--- config.mk ---
export PLATFORM = sky130hd
export DESIGN_NAME = nsf_formatter
export DESIGN_NICKNAME = d
export VERILOG_FILES = /design/src/nsf_formatter.sv /design/src/nsf_fifo.sv
export SDC_FILE = /design/constraint.sdc
export NUM_CORES = 2
export LEC_CHECK = 0
export ABC_AREA = 1
export BUFFER_PORTS_ARGS = -buffer_cell sky130_fd_sc_hd__buf_2
export CELL_PAD_IN_SITES_DETAIL_PLACEMENT = 1
export CELL_PAD_IN_SITES_GLOBAL_PLACEMENT = 2
export CORE_UTILIZATION = 39
export CTS_CLUSTER_DIAMETER = 100
export CTS_CLUSTER_SIZE = 12
export DETAILED_ROUTE_END_ITERATION = 16
export PLACE_DENSITY_LB_ADDON = 0.1
export SLEW_MARGIN = 40
export SYNTH_ARGS = -nofsm -noshare
export SYNTH_HDL_FRONTEND = slang
export SYNTH_SLANG_ARGS = --single-unit
--- constraint.sdc ---
create_clock -name clock -period 9.5 [get_ports clock]
set_clock_uncertainty 0.1 [all_clocks]
set_input_delay 0.95 -clock clock [delete_from_list [all_inputs] [get_ports clock]]
set_output_delay 0.95 -clock clock [all_outputs]
set_load 0.03 [all_outputs]
--- src/nsf_formatter.sv ---
// Purpose: navigation state packet formatter with an Avalon-MM register file
// Assumes: 40 MHz clock, asynchronous active-high reset, software fills
//          field registers then writes a packet identifier to start a send
// Notes:   payload bytes leave least significant byte first, one per cycle
// Operation
// - full state packet id 20, 112 bytes, system then filter word
// - epoch seconds at 4, microseconds at 8, lat/lon/height fp64 12..28
// - velocity NED at 36..44, body accel 48..56, g-force at 60
// - roll, pitch, heading 64..72, angular rates 76..84
// - uncertainties 88..96, depth 100, seabed height 104, heave 108
// - every flag bit except filter bits 6..4 is boolean, set means true
// - system word bits 0..9 as listed, bits 3 and 8 reserved zero
// - system word bits 10..15 temperature, velocity, water, antenna, overflow
// - filter word init bits 0..3, events 7..8, enables/tracking 9..15
// - filter bits 6..4 carry the 3-bit satellite fix code 0..7
// - epoch seconds count UTC since 1970 without leap seconds
// - microseconds kept within 0 to 999999
// - seabed height trusted only while seabed tracking flag set
// - epoch time packet id 21, 8 bytes, seconds then microseconds
// - calendar packet id 22, 14 bytes, fields within documented ranges
// - flags-only packet id 23, 4 bytes, system then filter word
// - position uncertainty packet id 24, 12 bytes at 0, 4, 8
//
// The register addresses and register access over Avalon-MM were left to the implementer.
`timescale 1ns/1ps

package nsf_pkg;
    localparam logic [7:0] ID_FULL   = 8'h14;
    localparam logic [7:0] ID_EPOCH  = 8'h15;
    localparam logic [7:0] ID_CAL    = 8'h16;
    localparam logic [7:0] ID_FLAGS  = 8'h17;
    localparam logic [7:0] ID_UNCERT = 8'h18;
    localparam logic [6:0] LEN_FULL   = 7'h70;
    localparam logic [6:0] LEN_EPOCH  = 7'h08;
    localparam logic [6:0] LEN_CAL    = 7'h0E;
    localparam logic [6:0] LEN_FLAGS  = 7'h04;
    localparam logic [6:0] LEN_UNCERT = 7'h0C;
    // word index inside the full record of the first field of the epoch and uncertainty packets, and of seabed height
    localparam logic [4:0] WIDX_EPOCH  = 5'h01;
    localparam logic [4:0] WIDX_UNCERT = 5'h16;
    localparam logic [4:0] WIDX_SEABED = 5'h1A;
    localparam int         WORDS_FULL  = 28;
    localparam int         WIDX_DATA0  = 3;
    // reserved system bits 3 and 8 read and send as zero
    localparam logic [15:0] SYS_MASK   = 16'hFEF7;
    localparam int          FIX_LSB    = 4;
    localparam int          FLT_SEABED = 11;
    localparam logic [31:0] USEC_MAX   = 32'h000F423F;
    localparam logic [15:0] YDAY_MAX   = 16'h016D;
    localparam logic [7:0]  MONTH_MAX  = 8'h0B;
    localparam logic [7:0]  MDAY_MIN   = 8'h01;
    localparam logic [7:0]  MDAY_MAX   = 8'h1F;
    localparam logic [7:0]  WDAY_MAX   = 8'h06;
    localparam logic [7:0]  HOUR_MAX   = 8'h17;
    localparam logic [7:0]  MINSEC_MAX = 8'h3B;
    // register byte addresses
    localparam logic [7:0] REG_SEND   = 8'h00;
    localparam logic [7:0] REG_STATUS = 8'h04;
    localparam logic [7:0] REG_SYS    = 8'h08;
    localparam logic [7:0] REG_FILT   = 8'h0C;
    localparam logic [7:0] REG_SECS   = 8'h10;
    localparam logic [7:0] REG_USEC   = 8'h14;
    localparam logic [7:0] REG_DATE   = 8'h18;
    localparam logic [7:0] REG_CLOCKA = 8'h1C;
    localparam logic [7:0] REG_CLOCKB = 8'h20;
    localparam logic [7:0] REG_DATA   = 8'h80;
    localparam logic [7:0] REG_DATA_END = 8'hF0;
    localparam int ST_BUSY   = 0;
    localparam int ST_BADID  = 1;
    localparam int ST_RANGE  = 2;
    localparam int ST_SEABED = 3;
    typedef enum logic [2:0] {
        NSF_FIX_NONE = 3'h0,
        NSF_FIX_2D   = 3'h1,
        NSF_FIX_3D   = 3'h2,
        NSF_FIX_SBAS = 3'h3,
        NSF_FIX_DIFF = 3'h4,
        NSF_FIX_COMM = 3'h5,
        NSF_FIX_RTKF = 3'h6,
        NSF_FIX_RTKX = 3'h7
    } nsf_fix_e;
    typedef enum logic [0:0] {
        NSF_IDLE = 1'b0,
        NSF_SEND = 1'b1
    } nsf_state_e;
endpackage : nsf_pkg

module nsf_formatter #(
    parameter int FIFO_DEPTH = 4
) (
    input  wire logic        clock,
    input  wire logic        rst,
    input  wire logic [7:0]  avs_address,
    input  wire logic        avs_read,
    input  wire logic        avs_write,
    input  wire logic [31:0] avs_writedata,
    input  wire logic [3:0]  avs_byteenable,
    output logic [31:0]      avs_readdata,
    output logic             avs_waitrequest,
    output logic             st_valid,
    input  wire logic        st_ready,
    output logic [7:0]       st_data,
    output logic [7:0]       st_pkt_id,
    output logic             st_sop,
    output logic             st_eop
);
    initial begin
        if (FIFO_DEPTH < 2) begin
            $error("nsf_formatter: FIFO_DEPTH below 2");
        end
    end

    function automatic logic [31:0] apply_be(input logic [31:0] old,
                                             input logic [31:0] wd,
                                             input logic [3:0]  be);
        logic [31:0] r;
        r = old;
        for (int b = 0; b < 4; b++) begin
            if (be[b]) begin
                r[8*b +: 8] = wd[8*b +: 8];
            end
        end
        return r;
    endfunction : apply_be

    // least significant byte first, same for every packet
    function automatic logic [7:0] lane(input logic [31:0] w,
                                        input logic [1:0]  sel);
        return w[8*sel +: 8];
    endfunction : lane

    // registers
    logic [15:0]            sys_q;
    logic [15:0]            filt_q;
    nsf_pkg::nsf_fix_e      fix_q;
    logic [31:0]            secs_q;
    logic [31:0]            usec_q;
    logic [31:0]            date_q;
    logic [31:0]            clka_q;
    logic [15:0]            clkb_q;
    logic [31:0]            data_q [nsf_pkg::WIDX_DATA0:nsf_pkg::WORDS_FULL-1];
    logic                   badid_q;
    logic                   range_q;
    logic                   wait_q;
    logic [31:0]            rdata_q;
    nsf_pkg::nsf_state_e    state_q;
    logic [6:0]             idx_q;
    logic [6:0]             len_q;
    logic [7:0]             id_q;

    // bus decode
    wire        req      = avs_read | avs_write;
    // writes stall while a packet streams so its fields stay coherent
    wire        can_go   = avs_read | (state_q == nsf_pkg::NSF_IDLE);
    wire        wr       = avs_write & ~wait_q;
    wire [7:0]  addr     = avs_address;
    wire        in_data  = addr >= nsf_pkg::REG_DATA &&
                           addr <  nsf_pkg::REG_DATA_END &&
                           addr[1:0] == 2'b00;
    wire [4:0]  data_idx = 5'((addr - nsf_pkg::REG_DATA) >> 2);
    wire        data_wr  = wr & in_data &
                           (data_idx >= 5'(nsf_pkg::WIDX_DATA0));
    wire [7:0]  send_id  = avs_writedata[7:0];
    wire        send_wr  = wr & (addr == nsf_pkg::REG_SEND) &
                           avs_byteenable[0];
    wire        stat_wr  = wr & (addr == nsf_pkg::REG_STATUS) &
                           avs_byteenable[0];

    // record words as they go on the wire
    wire [15:0] sys_word  = sys_q &
                            nsf_pkg::SYS_MASK;
    wire [15:0] filt_word = {filt_q[15:7], fix_q,
                             filt_q[3:0]};
    wire [31:0] usec_out  = (usec_q > nsf_pkg::USEC_MAX) ?
                            nsf_pkg::USEC_MAX : usec_q;
    wire        seabed_ok = filt_word[nsf_pkg::FLT_SEABED];
    logic [31:0] full_w [0:nsf_pkg::WORDS_FULL-1];
    logic [31:0] cal_w  [0:3];

    assign full_w[0] = {filt_word, sys_word};
    assign full_w[1] = secs_q;
    assign full_w[2] = usec_out;
    // words 3..27: fp64 halves low word first, fp32 raw bits
    generate
        for (genvar g = nsf_pkg::WIDX_DATA0; g < nsf_pkg::WORDS_FULL;
             g++) begin : g_full
            assign full_w[g] = data_q[g];
        end
    endgenerate

    assign cal_w[0] = usec_out;
    assign cal_w[1] = date_q;
    assign cal_w[2] = clka_q;
    assign cal_w[3] = {16'h0000, clkb_q};

    wire [15:0] year_d  = date_q[15:0];
    wire [15:0] yday_d  = date_q[31:16];
    wire [7:0]  month_d = clka_q[7:0];
    wire [7:0]  mday_d  = clka_q[15:8];
    wire [7:0]  wday_d  = clka_q[23:16];
    wire [7:0]  hour_d  = clka_q[31:24];
    wire [7:0]  min_d   = clkb_q[7:0];
    wire [7:0]  sec_d   = clkb_q[15:8];
    wire        cal_ok  = yday_d  <= nsf_pkg::YDAY_MAX  &&
                          month_d <= nsf_pkg::MONTH_MAX &&
                          mday_d  >= nsf_pkg::MDAY_MIN  &&
                          mday_d  <= nsf_pkg::MDAY_MAX  &&
                          wday_d  <= nsf_pkg::WDAY_MAX  &&
                          hour_d  <= nsf_pkg::HOUR_MAX  &&
                          min_d   <= nsf_pkg::MINSEC_MAX &&
                          sec_d   <= nsf_pkg::MINSEC_MAX;

    // packet selection
    wire is_full   = send_id == nsf_pkg::ID_FULL;
    wire is_epoch  = send_id == nsf_pkg::ID_EPOCH;
    wire is_cal    = send_id == nsf_pkg::ID_CAL;
    wire is_flags  = send_id == nsf_pkg::ID_FLAGS;
    wire is_uncert = send_id == nsf_pkg::ID_UNCERT;
    wire id_known  = is_full | is_epoch | is_cal | is_flags | is_uncert;
    wire start     = send_wr & id_known & (~is_cal | cal_ok);
    wire [6:0] len_sel = is_full  ? nsf_pkg::LEN_FULL  :
                         is_epoch ? nsf_pkg::LEN_EPOCH :
                         is_cal   ? nsf_pkg::LEN_CAL   :
                         is_flags ? nsf_pkg::LEN_FLAGS :
                                    nsf_pkg::LEN_UNCERT;

    wire [4:0] widx = idx_q[6:2];
    wire [31:0] cur_word =
        (id_q == nsf_pkg::ID_EPOCH)  ?
            full_w[widx + nsf_pkg::WIDX_EPOCH] :
        (id_q == nsf_pkg::ID_CAL)    ? cal_w[widx[1:0]] :
        (id_q == nsf_pkg::ID_UNCERT) ?
            full_w[widx + nsf_pkg::WIDX_UNCERT] :
            full_w[widx];
    wire [7:0] cur_byte = lane(cur_word, idx_q[1:0]);

    // stream into the fifo
    logic fifo_in_ready;
    wire  sending = state_q == nsf_pkg::NSF_SEND;
    wire  push    = sending & fifo_in_ready;
    wire  last    = idx_q == len_q - 7'd1;

    nsf_fifo #(
        .WIDTH (18),
        .DEPTH (FIFO_DEPTH)
    ) u_fifo (
        .clock     (clock),
        .rst       (rst),
        .in_valid  (sending),
        .in_ready  (fifo_in_ready),
        .in_data   ({id_q, idx_q == 7'd0, last, cur_byte}),
        .out_valid (st_valid),
        .out_ready (st_ready),
        .out_data  ({st_pkt_id, st_sop, st_eop, st_data})
    );

    always_ff @(posedge clock or posedge rst) begin
        if (rst) begin
            state_q <= nsf_pkg::NSF_IDLE;
            idx_q   <= 7'h00;
            len_q   <= 7'h00;
            id_q    <= 8'h00;
        end else if (start) begin
            state_q <= nsf_pkg::NSF_SEND;
            idx_q   <= 7'h00;
            len_q   <= len_sel;
            id_q    <= send_id;
        end else if (push) begin
            idx_q   <= idx_q + 7'd1;
            state_q <= last ? nsf_pkg::NSF_IDLE : nsf_pkg::NSF_SEND;
        end
    end

    // bus handshake: answer one cycle after the request, except a write while a packet streams
    always_ff @(posedge clock or posedge rst) begin
        if (rst) begin
            wait_q <= 1'b1;
        end else begin
            wait_q <= ~(req & wait_q & can_go);
        end
    end

    // field registers
    always_ff @(posedge clock or posedge rst) begin
        if (rst) begin
            sys_q  <= 16'h0000;
            filt_q <= 16'h0000;
            fix_q  <= nsf_pkg::NSF_FIX_NONE;
            secs_q <= 32'h00000000;
            usec_q <= 32'h00000000;
            date_q <= 32'h00000000;
            clka_q <= 32'h00000100;
            clkb_q <= 16'h0000;
        end else if (wr) begin
            case (addr)
                nsf_pkg::REG_SYS: begin
                    sys_q <= 16'(apply_be({16'h0000, sys_q}, avs_writedata,
                                          avs_byteenable));
                end
                nsf_pkg::REG_FILT: begin
                    filt_q <= 16'(apply_be({16'h0000, filt_q},
                                           avs_writedata, avs_byteenable));
                    if (avs_byteenable[0]) begin
                        fix_q <= nsf_pkg::nsf_fix_e'(
                            avs_writedata[nsf_pkg::FIX_LSB +: 3]);
                    end
                end
                nsf_pkg::REG_SECS: begin
                    secs_q <= apply_be(secs_q, avs_writedata, avs_byteenable);
                end
                nsf_pkg::REG_USEC: begin
                    usec_q <= apply_be(usec_q, avs_writedata, avs_byteenable);
                end
                nsf_pkg::REG_DATE: begin
                    date_q <= apply_be(date_q, avs_writedata, avs_byteenable);
                end
                nsf_pkg::REG_CLOCKA: begin
                    clka_q <= apply_be(clka_q, avs_writedata, avs_byteenable);
                end
                nsf_pkg::REG_CLOCKB: begin
                    clkb_q <= 16'(apply_be({16'h0000, clkb_q}, avs_writedata,
                                           avs_byteenable));
                end
                default: begin
                end
            endcase
        end
    end

    always_ff @(posedge clock) begin
        if (data_wr) begin
            data_q[data_idx] <= apply_be(data_q[data_idx], avs_writedata,
                                         avs_byteenable);
        end
    end

    // refused sends leave sticky flags, write one to clear; a new refusal
    // in the clearing cycle wins
    always_ff @(posedge clock or posedge rst) begin
        if (rst) begin
            badid_q <= 1'b0;
            range_q <= 1'b0;
        end else begin
            badid_q <= (send_wr & ~id_known) |
                       (badid_q & ~(stat_wr & avs_writedata[nsf_pkg::ST_BADID]));
            range_q <= (send_wr & is_cal & ~cal_ok) |
                       (range_q & ~(stat_wr & avs_writedata[nsf_pkg::ST_RANGE]));
        end
    end

    // read data
    logic [31:0] rd_mux;
    assign rd_mux =
        (addr == nsf_pkg::REG_SEND)   ? {24'h000000, id_q} :
        (addr == nsf_pkg::REG_STATUS) ? {28'h0000000, seabed_ok, range_q,
                                         badid_q, sending} :
        (addr == nsf_pkg::REG_SYS)    ? {16'h0000, sys_word} :
        (addr == nsf_pkg::REG_FILT)   ? {16'h0000, filt_word} :
        (addr == nsf_pkg::REG_SECS)   ? secs_q :
        (addr == nsf_pkg::REG_USEC)   ? usec_out :
        (addr == nsf_pkg::REG_DATE)   ? date_q :
        (addr == nsf_pkg::REG_CLOCKA) ? clka_q :
        (addr == nsf_pkg::REG_CLOCKB) ? {16'h0000, clkb_q} :
        in_data                       ? full_w[data_idx] :
                                        32'h00000000;

    always_ff @(posedge clock or posedge rst) begin
        if (rst) begin
            rdata_q <= 32'h00000000;
        end else if (req & wait_q & can_go) begin
            rdata_q <= rd_mux;
        end
    end

    assign avs_readdata    = rdata_q;
    assign avs_waitrequest = wait_q;
endmodule : nsf_formatter

--- src/nsf_fifo.sv ---
// Purpose: small shift-register fifo between the framer and the byte sink
// Assumes: single clock, asynchronous active-high reset
// Notes:   head entry and all flags are flops so outputs need no logic
`timescale 1ns/1ps

module nsf_fifo #(
    parameter int WIDTH = 18,
    parameter int DEPTH = 4
) (
    input  wire logic             clock,
    input  wire logic             rst,
    input  wire logic             in_valid,
    output logic                  in_ready,
    input  wire logic [WIDTH-1:0] in_data,
    output logic                  out_valid,
    input  wire logic             out_ready,
    output logic [WIDTH-1:0]      out_data
);
    initial begin
        if (DEPTH < 2 || WIDTH < 1) begin
            $error("nsf_fifo: bad parameters");
        end
    end

    logic [WIDTH-1:0] mem_q [0:DEPTH-1];
    logic [DEPTH-1:0] vld_q;
    logic [DEPTH-1:0] vld_shift;
    logic             pop;
    logic             push;

    assign pop       = vld_q[0] & out_ready;
    assign push      = in_valid & ~vld_q[DEPTH-1];
    assign vld_shift = pop ? (vld_q >> 1) : vld_q;
    assign in_ready  = ~vld_q[DEPTH-1];
    assign out_valid = vld_q[0];
    assign out_data  = mem_q[0];

    // a full fifo refuses a push even if it pops in the same cycle;
    // costs one bubble but keeps in_ready a plain flop
    always_ff @(posedge clock or posedge rst) begin
        if (rst) begin
            vld_q <= '0;
        end else begin
            vld_q <= push ? (vld_shift | ~vld_shift
                             & {vld_shift[DEPTH-2:0], 1'b1})
                          : vld_shift;
        end
    end

    always_ff @(posedge clock) begin
        for (int i = 0; i < DEPTH; i++) begin
            if (push && !vld_shift[i] &&
                (i == 0 || vld_shift[(i == 0) ? 0 : i-1])) begin
                mem_q[i] <= in_data;
            end else if (pop && i < DEPTH-1) begin
                mem_q[i] <= mem_q[(i < DEPTH-1) ? i+1 : i];
            end
        end
    end
endmodule : nsf_fifo

==> results.sh <==
export IMPL_run_status="finished clean"
export IMPL_synthesis_nets=8418
export IMPL_holdCritPathClass="input pin to async pin"
export IMPL_postCtsSetupBuffers=0
export IMPL_initial_utilization=0.3943
export IMPL_worstSetupStartpoint="idx_q[3]"
export IMPL_clockRootBuffer="clkbuf_16"
export IMPL_ys_warn_count=0
export IMPL_crit_type="flop to flop"
export IMPL_initial_antenna_violation_count=23
export IMPL_drv_max_cap_violation_count=0
export IMPL_layout_cell_area_non_filler_um2=71780
export IMPL_yosys_register_bits=1105
export IMPL_timing_final_ws_setup_ns=3.653
export IMPL_area_delta_synth_final_pct=7.053
export IMPL_post_synth_num_cell_types=74
export IMPL_cp_data_required_time_ns=10.05
export IMPL_timing_final_hold_violations=0
export IMPL_slowest_delay_ns=0.79
export IMPL_yosysSeqAreaShare=0.4775
export IMPL_drt_wirelength_per_cell_um=35.22
export IMPL_clk_latency_ns=0.79
export IMPL_synth_async_sr_flop_share=0.2109
export IMPL_die_x_um=416.6
export IMPL_cts_sink_count=1105
export IMPL_detail_route_first_pass_iterations=6
export IMPL_critPathCaptureType="flop"
export IMPL_final_cells=10370
export IMPL_timing_critical_path_arrival_ns=6.39
export IMPL_power_density_nw_per_um2=335.8
export IMPL_cts_hold_fix_buffers=0
export IMPL_cp_start_kind="flop"
export IMPL_io_pins=101
export IMPL_yosys_area_top_type_share=0.3905
export IMPL_max_freq_ghz=0.1710
export IMPL_die_area_um2=173600
export IMPL_chipHeight_um=416.6
export IMPL_largest_net_degree_at_the_start_of_global_routing=190
export IMPL_detail_route_antenna_nets=0
export IMPL_path_cells="inv_8 -> ha_4 -> buf_12 -> inv_4 -> buf_4 -> o21ai_0 -> nor2_1 -> o21ai_0 -> nand3_1 -> nand3_1 -> nand3_1 -> o211ai_1 -> a21oi_1 -> nand2_1 -> nand2_2 -> nand2_1 -> nand2_1"
export IMPL_hpwl_after_detailed_placement_um=251700
export IMPL_hold_worst_slack_ns=0.09616
export IMPL_synth_edf_count=872
export IMPL_netlist_area_um2=67050
export IMPL_via_count_of_the_first_global_routing_pass=65960
export IMPL_cp_slowest_cell="dfrtp_4"
export IMPL_yosysTopAreaCell="edfxtp_1"
export IMPL_cts_htree_levels=3
export IMPL_worst_slew_margin_rel=0.3522
export IMPL_drt_vias_per_instance=6.541
export IMPL_vdd_drop_max_mv=0.3616
export IMPL_layout_core_utilization=0.4221
export IMPL_fp_row_count=151
export IMPL_p_leak_nw=27.28
export IMPL_timing_final_max_slew_violations=0
export IMPL_tns_ns=0
export IMPL_synth_area_top_cells="edfxtp_1 39%, nand2_1 11%, o21ai_0 9.8%, dfrtp_1 8.6%, a21oi_1 4.3%"
export IMPL_post_route_cells_drive_above_1_share=0.06421
export IMPL_layout_nets=8140
export IMPL_clock_tree_buffer_depth=3
export IMPL_cts_repair_resizes=0
export IMPL_crit_path_max_fanout=87
export IMPL_rsz0062_at_grt="false"
export IMPL_timing_worst_slew_pin_value_ns=0.9716
export IMPL_placed_cells=10200
export IMPL_timing_final_setup_violations=0
export IMPL_clock_tree_from_tritoncts="yes"
export IMPL_final_estimated_routing_congestion_in_global_placement=1.001
export IMPL_wirelength_um=365300
export IMPL_post_route_drc_count=0
export IMPL_post_dp_cell_area_um2=68730
export IMPL_gr_usage_all_layers=0.4114
export IMPL_dp_slack_ns=3.399
export IMPL_num_vias=67840
export IMPL_clock_pin_slew_on_the_worst_setup_and_hold_paths_ns=0.07
export IMPL_r2r_start="idx_q[3]"
export IMPL_port_buffers=100
export IMPL_grt_first_pass_wirelength_um=508300
export IMPL_synth_top_flop_cell="edfxtp_1"
export IMPL_grt_remaining_overflow=0
export IMPL_synth_area_per_cell_um2=8.019
export IMPL_time_the_worst_path_needs_with_i_o_delays_and_setup_ns=5.847
export IMPL_dr_first_iter_drc_count=8512
export IMPL_filler_cell_count=20280
export IMPL_post_synth_inst_count=8362
export IMPL_tritoncts_num_buffers=103
export IMPL_area_of_the_core_um2=170000
export IMPL_total_power_mw=24.10
export IMPL_layout_worst_path_cycle_share=0.6154
==> cell usage in the layout, fill, tap and decap left out, drive strengths merged, types with 44 or more instances in the layout <==
master   Yosys  layout
o22ai      329     329
buf        436     275
edfxtp     872     872
o211ai     191     191
dfrtp      231     231
a21oi      580     580
nand3      393     393
mux2i       54      54
o2111ai     66      66
nand2     2023    2023
a31oi       65      65
o21ai     1374    1374
clkbuf     222     156
nor2       547     547
inv        614     615
o221ai      44      44
nand4       76      76
==> metal layers <==
| layer | GRT usage | vias up | wire, um |
|---|---|---|---|
| li1 | - | 28860 | - |
| met5 | 0 | - | 90 |
| met3 | 0.08057 | 1050 | 33480 |
| met4 | 0.3024 | 12 | 31040 |
| met2 | 0.6207 | 3948 | 158000 |
| met1 | 0.5244 | 33980 | 142700 |
==> flip-flops by register name (all words and copies together) (netlist names), 4 cells and up <==
signal	flops
idx_q	7
clkb_q	16
filt_q	16
avs_readdata	32
sys_q	14
usec_q	32
id_q	8
u_fifo.mem_q	72
len_q	4
clka_q	32
u_fifo.vld_q	4
date_q	32
data_q	800
secs_q	32
==> synth_stat cells, types with 23 or more instances <==
cell       number
buf_6          36
nor2_1        537
nor3_1         35
buf_4          54
nand3_1       387
nand4_1        76
o211ai_1      191
buf_2         307
o21ai_1        63
buf_1          37
edfxtp_1      872
dfrtp_1       231
a31oi_1        65
inv_2          23
o221ai_1       44
mux2i_1        54
o22ai_1       329
o2111ai_1      66
a221oi_1       39
a21oi_1       580
a22oi_1        39
nand2_1      2006
clkbuf_1      222
o21ai_0      1310
inv_1         590
==> cell type report <==
class / instances / area, um^2 / share of cell area
flip-flops and latches: 1105 / 32030 / 0.4462
repair buffers: 275 / 2021 / 0.02815
inverters: 622 / 2380 / 0.03315
diodes: 9 / 22.52 / 0.0003138
clock buffers: 156 / 2818 / 0.03925
clock inverters: 10 / 148.9 / 0.002074
multi-input cells: 5977 / 29590 / 0.4122
well taps: 2218 / 2775 / 0.03866
==> critical path, delay by kind of cell, from the launching register on <==
family | cells | cell delay (ns)
fa+ha+maj | 1 | 0.56
simple gates | 8 | 1.15
compound gates | 4 | 0.91
flops | 1 | 0.79
buf+inv | 4 | 1.88
==> power breakdown <==
group          internal, mW  leakage, nW  total [mW]  switching, mW
clock network          2.04         1.43        4.03           1.99
logic                  3.44         14.8        14.4           11.0
registers              5.48         11.0        5.67          0.184
total                  11.0         27.3        24.1           13.1
==> worst paths after layout <==
kind                                      end  slack (ns)  cells past startpoint
min reg2reg                  avs_readdata[15]        0.38                      2
max reg2reg                u_fifo.mem_q[2][3]        3.65                     17
max in group asynchronous          date_q[27]        7.96                      3
min                           avs_readdata[0]         0.1                      2
min in group clock           avs_readdata[15]        0.38                      2
max                        u_fifo.mem_q[2][3]        3.65                     17
==> cells by family (layout without fill, tap and decap cells) <==
family	count (synthesis)	in the layout	synth area share
simple gates	3104	3104	0.1883
other cells	0	9	0
xor+xnor	8	8	0.001829
compound gates	2804	2804	0.2382
fa+ha+maj	7	7	0.001306
buf+inv	1280	1063	0.08481
flops	1105	1105	0.4775
mux	54	54	0.008061
Power figures use the tool's default switching activity.
